<file path="src/clock_gate_map.svh">
`ifndef CLOCK_GATE_MAP_SVH
`define CLOCK_GATE_MAP_SVH

// Serializer shape: lanes 0..15 data, 16 auxiliary, 17 error_correction_lane
`define SER_RATIO 4
`define LANE_COUNT 18
`define WORD_BITS 72
`define WORD_CLKS 8
`define UI_CLKS 2

// Gated occupancy ceiling
`define GATE_LIMIT_UI 1024
`define GATE_LIMIT_WORDS 128
`define GATE_LIMIT (((`GATE_LIMIT_UI / `SER_RATIO) < `GATE_LIMIT_WORDS) ? \
   (`GATE_LIMIT_UI / `SER_RATIO) : `GATE_LIMIT_WORDS)
`define WAKE_MARGIN 4
`define AMBLE_BASE_UI 4

// Link layer register map, byte addresses
`define CTRL_OFS 5'h00
`define DATA0_OFS 5'h04
`define DATA1_OFS 5'h08
`define DATA2_OFS 5'h0C
`define STATUS_OFS 5'h10

// Control fields
`define CTRL_SLEEP 0
`define CTRL_POST_LSB 1
`define CTRL_PRE_LSB 3
`define CTRL_PAY_LSB 5
`define CTRL_RESET 7'h00

`endif

</file>
<file path="src/clock_gate_pkg.sv">
`default_nettype none
`include "clock_gate_map.svh"

package clock_gate_pkg;
   typedef logic [`WORD_BITS-1:0] word_t;
   typedef enum logic [2:0] {SEND, POST, ASK, GATED, WAKE, PRE} linkState_t;
endpackage

`default_nettype wire

</file>
<file path="src/clock_gate_if.sv">
`timescale 1ns/1ps
`default_nettype none

interface clock_gate_if (input wire logic clk);
   logic wordStrobe;
   clock_gate_pkg::word_t word;
   logic clockGateRequest;

   modport phy (input word, input clockGateRequest, output wordStrobe);
   modport link (output word, output clockGateRequest, input wordStrobe);
endinterface

`default_nettype wire

</file>
<file path="src/link_gate_ctrl.sv">
// Function
// Link drives all lanes zero for idle
// PHY grounds termination when doubly terminated
// All-zero payload words still pass as data
// Gated forwarded clock held differential low
// Lanes stay idle throughout gated state
// Preamble and postamble frame each gated interval
// Lengths are whole multiples of word width
// Serialization ratio limited to powers of two
// Lengths selectable as 4, 8, 16, 32 UI
// Request rises one word before clock stops
// Request falls one word before clock restarts
// Amble and gated words carry idle data
// Multi-word ambles padded with idle words
// Gated time under smaller occupancy limit
// PHY samples request, counts gated words
// Link counts and wakes before limit
`timescale 1ns/1ps
`default_nettype none
`include "clock_gate_map.svh"

module link_gate_ctrl (
   input wire logic clk,
   input wire logic rst_n,
   clock_gate_if.link lnk,
   input wire logic [4:0] address,
   input wire logic read,
   input wire logic write,
   input wire logic [31:0] writedata,
   output logic [31:0] readdata,
   output logic waitrequest
);
   localparam logic [7:0] WAKE_AT = 8'(`GATE_LIMIT - `WAKE_MARGIN);

   clock_gate_pkg::linkState_t st_r, st_nxt;
   logic [7:0] cnt_r, cnt_nxt;
   logic [3:0] pay_r, pay_nxt;
   logic [6:0] ctrl_r, ctrl_nxt;
   clock_gate_pkg::word_t data_r, data_nxt;
   logic pend_r, pend_nxt;
   logic ack_r, ack_nxt;
   logic [31:0] rd_r, rd_nxt;
   logic dataAddr, stall, doWrite;
   logic [3:0] preWords, postWords, payWords;

   ////////////////////////////////////////////////////////////////////
   // Amble lengths in words

   function automatic logic [3:0] ambleWords(input logic [1:0] sel);
      logic [7:0] ui;
      ui = 8'(`AMBLE_BASE_UI) << sel;
      // 4 UI never spans less than one word at this ratio
      ambleWords = 4'(ui / 8'(`SER_RATIO));
   endfunction

   assign postWords = ambleWords(ctrl_r[`CTRL_POST_LSB +: 2]);
   assign preWords = ambleWords(ctrl_r[`CTRL_PRE_LSB +: 2]);
   assign payWords = ambleWords(ctrl_r[`CTRL_PAY_LSB +: 2]);

   ////////////////////////////////////////////////////////////////////
   // Register slave

   assign dataAddr = (address == `DATA0_OFS) || (address == `DATA1_OFS) ||
      (address == `DATA2_OFS);
   // A word still queued for the link must not be torn by a new write
   assign stall = write && dataAddr && pend_r;
   assign waitrequest = (read || write) && !ack_r;
   assign doWrite = write && ack_r;
   assign readdata = rd_r;

   always_comb
   begin
      ack_nxt = (read || write) && !ack_r && !stall;
      rd_nxt = rd_r;
      if (read && !ack_r)
      begin
         unique case (address)
            `CTRL_OFS: rd_nxt = {25'h000_0000, ctrl_r};
            `DATA0_OFS: rd_nxt = data_r[31:0];
            `DATA1_OFS: rd_nxt = data_r[63:32];
            `DATA2_OFS: rd_nxt = {24'h00_0000, data_r[71:64]};
            `STATUS_OFS: rd_nxt = {16'h0000, cnt_r, 5'h00,
               st_r != clock_gate_pkg::SEND, st_r == clock_gate_pkg::GATED, pend_r};
            default: rd_nxt = 32'h0000_0000;
         endcase
      end
      ctrl_nxt = ctrl_r;
      data_nxt = data_r;
      if (doWrite)
      begin
         unique case (address)
            `CTRL_OFS: ctrl_nxt = writedata[6:0];
            `DATA0_OFS: data_nxt[31:0] = writedata;
            `DATA1_OFS: data_nxt[63:32] = writedata;
            `DATA2_OFS: data_nxt[71:64] = writedata[7:0];
            default: ctrl_nxt = ctrl_r;
         endcase
      end
   end

   ////////////////////////////////////////////////////////////////////
   // Gating sequencer

   // Only a queued payload word leaves non-zero; everything else is idle
   assign lnk.word = (st_r == clock_gate_pkg::SEND && pend_r) ? data_r : '0;
   assign lnk.clockGateRequest = (st_r == clock_gate_pkg::ASK) ||
      (st_r == clock_gate_pkg::GATED);

   always_comb
   begin
      st_nxt = st_r;
      cnt_nxt = cnt_r;
      pay_nxt = pay_r;
      // Committing the top slice queues the word; set wins over consume
      pend_nxt = pend_r;
      if (lnk.wordStrobe && st_r == clock_gate_pkg::SEND)
         pend_nxt = 1'b0;
      if (doWrite && address == `DATA2_OFS)
         pend_nxt = 1'b1;
      if (lnk.wordStrobe)
      begin
         unique case (st_r)
            clock_gate_pkg::SEND:
            begin
               if (pay_r != 4'hF)
                  pay_nxt = pay_r + 4'h1;
               // Payload must reach its minimum before another stop
               if (ctrl_r[`CTRL_SLEEP] && !pend_r && pay_nxt >= payWords)
               begin
                  // A one-word postamble is the request word alone
                  if (postWords == 4'h1)
                     st_nxt = clock_gate_pkg::ASK;
                  else
                     st_nxt = clock_gate_pkg::POST;
                  cnt_nxt = 8'h00;
               end
            end
            clock_gate_pkg::POST:
            begin
               // Longer postambles are padded with idle words
               cnt_nxt = cnt_r + 8'h01;
               if (cnt_nxt >= 8'(postWords) - 8'h01)
                  st_nxt = clock_gate_pkg::ASK;
            end
            clock_gate_pkg::ASK:
            begin
               st_nxt = clock_gate_pkg::GATED;
               cnt_nxt = 8'h00;
            end
            clock_gate_pkg::GATED:
            begin
               cnt_nxt = cnt_r + 8'h01;
               // Wake early: restart lands one word after release
               if (!ctrl_r[`CTRL_SLEEP] || cnt_nxt >= WAKE_AT)
                  st_nxt = clock_gate_pkg::WAKE;
            end
            clock_gate_pkg::WAKE:
            begin
               st_nxt = clock_gate_pkg::PRE;
               cnt_nxt = 8'h00;
            end
            clock_gate_pkg::PRE:
            begin
               cnt_nxt = cnt_r + 8'h01;
               if (cnt_nxt >= 8'(preWords))
               begin
                  st_nxt = clock_gate_pkg::SEND;
                  pay_nxt = 4'h0;
               end
            end
         endcase
      end
   end

   always_ff @(posedge clk)
   begin
      if (!rst_n)
      begin
         st_r <= clock_gate_pkg::SEND;
         cnt_r <= 8'h00;
         pay_r <= 4'h0;
         ctrl_r <= `CTRL_RESET;
         data_r <= '0;
         pend_r <= 1'b0;
         ack_r <= 1'b0;
         rd_r <= 32'h0000_0000;
      end
      else
      begin
         st_r <= st_nxt;
         cnt_r <= cnt_nxt;
         pay_r <= pay_nxt;
         ctrl_r <= ctrl_nxt;
         data_r <= data_nxt;
         pend_r <= pend_nxt;
         ack_r <= ack_nxt;
         rd_r <= rd_nxt;
      end
   end

endmodule

`default_nettype wire

</file>
<file path="src/flat_wrapper.sv">
// flat-port wrapper written by rule: the top's interface ports become plain ports
module link_gate_ctrl_flat 
  (clk, rst_n, address, read, write, writedata, readdata, waitrequest, lnk_word, lnk_clockGateRequest, lnk_wordStrobe);
  clock_gate_if lnk_i (.clk(clk));
  input wire logic clk;
  input wire logic rst_n;
  input wire logic [4:0] address;
  input wire logic read;
  input wire logic write;
  input wire logic [31:0] writedata;
  output logic [31:0] readdata;
  output logic waitrequest;
  output wire logic [$bits(lnk_i.word)-1:0] lnk_word;
  output wire logic [$bits(lnk_i.clockGateRequest)-1:0] lnk_clockGateRequest;
  input wire logic [$bits(lnk_i.wordStrobe)-1:0] lnk_wordStrobe;
  assign lnk_word = lnk_i.word;
  assign lnk_clockGateRequest = lnk_i.clockGateRequest;
  assign lnk_i.wordStrobe = lnk_wordStrobe;
  link_gate_ctrl u_core (.clk(clk), .rst_n(rst_n), .lnk(lnk_i), .address(address), .read(read), .write(write), .writedata(writedata), .readdata(readdata), .waitrequest(waitrequest));
endmodule
</file>
<file path="config.mk">
export PLATFORM = sky130hd
export DESIGN_NAME = link_gate_ctrl_flat
export DESIGN_NICKNAME = d
export VERILOG_FILES = /design/src/clock_gate_pkg.sv /design/src/clock_gate_if.sv /design/src/link_gate_ctrl.sv /design/src/flat_wrapper.sv
export VERILOG_INCLUDE_DIRS = /design/src
export SDC_FILE = /design/constraint.sdc
export NUM_CORES = 1
export LEC_CHECK = 0
export BUFFER_PORTS_ARGS = -buffer_cell sky130_fd_sc_hd__buf_4
export CORE_MARGIN = 3
export CORE_UTILIZATION = 46
export DETAILED_ROUTE_END_ITERATION = 8
export HOLD_SLACK_MARGIN = 0.12
export PLACE_DENSITY = 0.69
export SYNTH_ARGS = -nofsm -noshare
export SYNTH_HDL_FRONTEND = slang
export SYNTH_SLANG_ARGS = --single-unit
</file>
<file path="constraint.sdc">
create_clock -name clk -period 2.91 [get_ports clk]
set_input_delay 0.582 -clock clk [delete_from_list [all_inputs] [get_ports clk]]
set_output_delay 0.582 -clock clk [all_outputs]
set_load 0.005 [all_outputs]
</file>
=== Word level (Yosys, flattened, before mapping) ===
Index checks and enable logic that the tools add are counted.

* $add $sub $neg: 3
* $lt $le $gt $ge: 4
* Equality and inequality tests: 15
* Shift operators: 3
* Muxes and demuxes: 17
* Reductions and logical operators: 34

{| class="wikitable"
|+ Operator list
! kind !! number
|-
| $pmux 32 s5 || 1
|-
| $mux 72 || 1
|-
| $pmux 8 s3 || 1
|-
| $pmux 3 s6 || 1
|-
| $shl 3x2->6 const A || 3
|-
| $mux 4 || 4
|-
| $mux 3 || 4
|-
| $logic_and 1x1->1 || 11
|-
| $eq 5x4->1 const B || 2
|-
| $reduce_and 2->1 || 5
|-
| $add 8x1->8 const B || 1
|-
| $ge 8x4->1 || 1
|-
| $ge 8x7->1 const B || 1
|-
| $ge 8x8->1 || 1
|-
| $mux 8 || 1
|-
| $pmux 4 s2 || 1
|-
| $eq 3x2->1 const B || 2
|-
| $eq 3x3->1 const B || 2
|-
| $eq 5x3->1 const B || 1
|-
| $eq 5x5->1 const B || 1
|-
| $logic_not 5->1 || 1
|-
| $logic_or 1x1->1 || 5
|-
| $reduce_and 5->1 || 1
|-
| $sub 4x1->5 const B || 1
|-
| other kinds (16) || 23
|}

* Register bits after elaboration: 128

=== Depth between registers and ports, before layout ===
* Depth after elaboration: 8
* Mapped depth: 12
* Mapped depth without buffers: 11

=== Worst setup path before layout ===
Ideal clock, no wire load.

* Kind: reg2reg
* From: reg u_core.pay_r[0]
* To: reg u_core.st_r[0]
* Library setup time: 122 ps
* Data arrival time: 2535 ps
* Required time: 2788 ps
* Slack: 253 ps
* Stages on the path, launching flop included: 11
* Clock period less this slack: 2657 ps
* Path through: dfxtp_1 > ha_1 > and2_1 > nand2_1 > mux2_2 > ha_1 > a211oi_1 > o21bai_1 > a32oi_1 > or3_1 > o311a_1

* Longest elaborated chain between the ends: 8
* Elaborated cells between the ends (all ways): 9
* Classes of those cells: 1 x add/sub; 1 x order compare; 2 x eq/ne; 3 x mux; 2 x reduce/logical

{| class="wikitable"
|+ Ends and longest elaborated chain
! what !! RTL line !! source
|-
| start, declared || link_gate_ctrl.sv:37 || <nowiki>logic [3:0] pay_r, pay_nxt;</nowiki>
|-
| start signal, assigned || link_gate_ctrl.sv:192 || <nowiki>pay_r <= pay_nxt;</nowiki>
|-
| $add 4x1->4 or $ne 4x4->1 (tied branches) || link_gate_ctrl.sv:126, link_gate_ctrl.sv:125 ||
|-
| $mux 4 * || link_gate_ctrl.sv:125 || <nowiki>if (pay_r != 4'hF)</nowiki>
|-
| $mux 4 * || link_gate_ctrl.sv:122 || <nowiki>unique case (st_r)</nowiki>
|-
| $mux 4 * || link_gate_ctrl.sv:120 || <nowiki>if (lnk.wordStrobe)</nowiki>
|-
| $ge 4x4->1 * || link_gate_ctrl.sv:128 || <nowiki>if (ctrl_r[`CTRL_SLEEP] && !pend_r && pay_nxt >= payWords)</nowiki>
|-
| $logic_and 1x1->1 * || link_gate_ctrl.sv:128 ||
|-
| $ne 2x2->1 (no source line) * || -- ||
|-
| $reduce_and 5->1 (no source line) * || -- ||
|-
| end signal, assigned || link_gate_ctrl.sv:179 || <nowiki>st_r <= clock_gate_pkg::SEND;</nowiki>
|-
| end signal, assigned || link_gate_ctrl.sv:190 || <nowiki>st_r <= st_nxt;</nowiki>
|-
| end, declared || link_gate_ctrl.sv:35 || <nowiki>clock_gate_pkg::linkState_t st_r, st_nxt;</nowiki>
|}

Every way passes the cells marked *; elsewhere a longest branch is shown, timed or not. The select of a mux whose other input is x is not followed.
A chain may end at the register's enable or synchronous reset.

=== Final worst setup path ===
* From: reg u_core.pay_r[1]
* To: reg u_core.st_r[0]

The elaborated chain is that of the path after synthesis.

==> impl_metrics.env <==
export IMPL_setup_tns_ps=0
export IMPL_grt_use_total_pct=23.90
export IMPL_synth_seq_cells=128
export IMPL_yosys_area_top_type="dfxtp_1"
export IMPL_core_sq_um=14100
export IMPL_drv_cap=0
export IMPL_fp_row_count=43
export IMPL_crit_required_ps=3200
export IMPL_power_uw=4056
export IMPL_nets=997
export IMPL_antenna_found_initial=0
export IMPL_vdd_ir_drop_worst_uv=433.0
export IMPL_synth_enable_flop_cells=0
export IMPL_clk_pin_slew_worst_paths_ps=50
export IMPL_synth_cell_types=64
export IMPL_wl_per_cell_microns=17.34
export IMPL_synth_fp_nets=872
export IMPL_postLayoutCoreUtil_pct=60.47
export IMPL_worstSetupEndpoint="u_core.st_r[0]"
export IMPL_overflow=0
export IMPL_start_util_pct=47.90
export IMPL_drc=0
export IMPL_drive_above_1_share_pct=24.10
export IMPL_fin_hold_ws_ps=424.9
export IMPL_syn2layout_area_growth_pct=26.24
export IMPL_dr_total_vias=6308
export IMPL_grt_pass1_wl_mm=31.32
export IMPL_outcome="completed"
export IMPL_skew_ps=10.66
export IMPL_htreeDepth=4
export IMPL_synth_top_area_share_pct=37.95
export IMPL_powerDensity_nw_per_um2=475.9
export IMPL_crit_path_end_kind="flop"
export IMPL_syn_cell_area_sq_um=6751
export IMPL_cts_sinks=128
export IMPL_dr_pass1_iters=6
export IMPL_clockRootBuffer="clkbuf_16"
export IMPL_place_congestion=0.8635
export IMPL_final_cell_mix="177 x nand2_1, 172 x buf_4, 126 x dfxtp_1"
export IMPL_crit_fanout=6
export IMPL_r2r_slack_ps=150
export IMPL_pin_count=148
export IMPL_yosys_top_cells_area="dfxtp_1 38%, nand2_1 9.9%, and3_1 6.9%"
export IMPL_cts_tree="built"
export IMPL_synth_main_ff_cell="dfxtp_1"
export IMPL_routed_wirelength_mm=19.53
export IMPL_dp_hpwl_mm=13.42
export IMPL_yosysWarnings=0
export IMPL_postRouteAntennaNets=0
export IMPL_numCtsBuffers=17
export IMPL_die_w_microns=127.2
export IMPL_start_kind="flop"
export IMPL_async_flop_share_pct=0
export IMPL_fin_crit_ps=2757
export IMPL_fin_crit_sh_pct=94.76
export IMPL_final_common_cell="nand2_1"
export IMPL_via_per_inst=5.602
export IMPL_avgSynthCellArea_sq_um=8.304
export IMPL_maxSlewHeadroom_pct=53.55
export IMPL_clk_latency_ps=410
export IMPL_regToRegEndpoint="u_core.st_r[0]"
export IMPL_synth_cells=813
export IMPL_fp_dieH_microns=127.2
export IMPL_ys_seq_area_share_pct=37.95
export IMPL_hold_violations=0
export IMPL_io_buffers=147
export IMPL_setup_violations=0
export IMPL_die_area_sq_um=16170
export IMPL_worstMarginPinSlew_ps=691.5
export IMPL_fillers=1290
export IMPL_leakagePower_uw=0.003557
export IMPL_maxSlewViolCount=0
export IMPL_r2r_start="u_core.pay_r[1]"
export IMPL_drt_iter0_markers=553
export IMPL_r2r_cells=11
export IMPL_rsz0062_at_grt="no"
export IMPL_clockBufferDepth=2
export IMPL_crit_type="flop to flop"
export IMPL_critPathArrivalTime_ps=3050
export IMPL_hp_class="input pin to flop"
export IMPL_holdPathStages=3
export IMPL_worstSetupStartpoint="u_core.pay_r[1]"
export IMPL_fmax_ghz=0.3627
export IMPL_grt_max_degree=97
export IMPL_grt_pass1_vias=5908
export IMPL_diodes=0
[worst min path at each step]
stage | start | to | slack [ps]
floorplan | u_core.data_r[1] | u_core.data_r[1] | 440
global placement | u_core.data_r[20] | u_core.data_r[20] | 460
detailed placement | u_core.data_r[20] | u_core.data_r[20] | 460
CTS | writedata[27] | u_core.data_r[27] | 410
global route | writedata[10] | u_core.data_r[10] | 430
finish | writedata[27] | u_core.data_r[27] | 420
[per-layer routing]
metal / GRT usage [%] / share of wire [%]
met1: 33.94 / 46
met2: 36.36 / 45
met3: 5.477 / 6.3
met4: 7.129 / 2.0
met5: 0 / 0
[timing repair]
action	4_1_cts	5_1_grt
hold buffers	0	0
buffers inserted	0	0
gates resized for setup	0	3
endpoints found under the setup margin	0	8
[registers in the layout, summed over array words and instances, names as in the netlist]
signal and cells:
u_core.pay_r 4, u_core.ack_r 1, u_core.pend_r 1, u_core.cnt_r 8
u_core.ctrl_r 7, u_core.st_r 3, u_core.data_r 72, u_core.readdata 32
[Yosys cell counts (3+ instances only)]
master and instances:
nand2_1 178, dfxtp_1 128, and3_1 75, a21boi_0 60, clkbuf_1 53, o21ai_0 40
and2_1 31, nor2b_1 31, a22oi_1 23, mux2i_1 23, ha_1 17, nor2_1 14
a21oi_1 13, nand2b_1 11, nand3_1 10, a222oi_1 9, a21boi_1 8, buf_2 7
nor3_1 7, mux4_2 6, inv_1 5, or3_1 4, nand3b_1 3, xnor2_1 3
xor2_1 3
[per-stage QoR]
step                std cells  area, sq um  setup slack (ps)
floorplan                 813         6751             253.4
global placement         1099         7994             165.0
detailed placement       1099         7994             128.5
CTS                      1126         8517             113.2
global route             1126         8523             7.115
finish                   1126         8523             152.6
[final cells by class]
cell class	instances	area (sq um)	share of cell area, %
clock buffer	20	456.7	5.358
clock inverter	7	66.31	0.7780
inverter	5	18.77	0.2202
multi-input combinational	613	3880	45.52
sequential	128	2565	30.09
tap	180	225.2	2.642
timing repair buffer	173	1311	15.38
[cell families (layout without fill, tap and decap cells)]
kind of cell / after synthesis / count (layout) / synth area share, %
adders and majority gates: 17 / 17 / 3.150
buffers and inverters: 72 / 205 / 4.855
muxes: 30 / 30 / 5.578
AOI/OAI and AO/OA: 175 / 175 / 18.37
other: 1 / 1 / 0.05554
xor gates and xnor gates: 6 / 6 / 0.7785
and+or+nand+nor: 384 / 384 / 29.26
DFF: 128 / 128 / 37.95
[report_power, final]
part / internal [uW] / switching, uW
logic: 139 / 205
registers: 1770 / 17.2
clock network: 1190 / 742
total: 3090 / 964
[critical path, stage by stage, from the launching register on]
cell and delay [ps]:
dfxtp_1 330, ha_1 200, and2_1 180, nand2_2 110, mux2_2 350, ha_1 280, a211oi_1 60, o21bai_1 130
a32oi_1 110, buf_4 180, or3_1 370, o311a_1 350
Power figures use the tool's default switching activity.
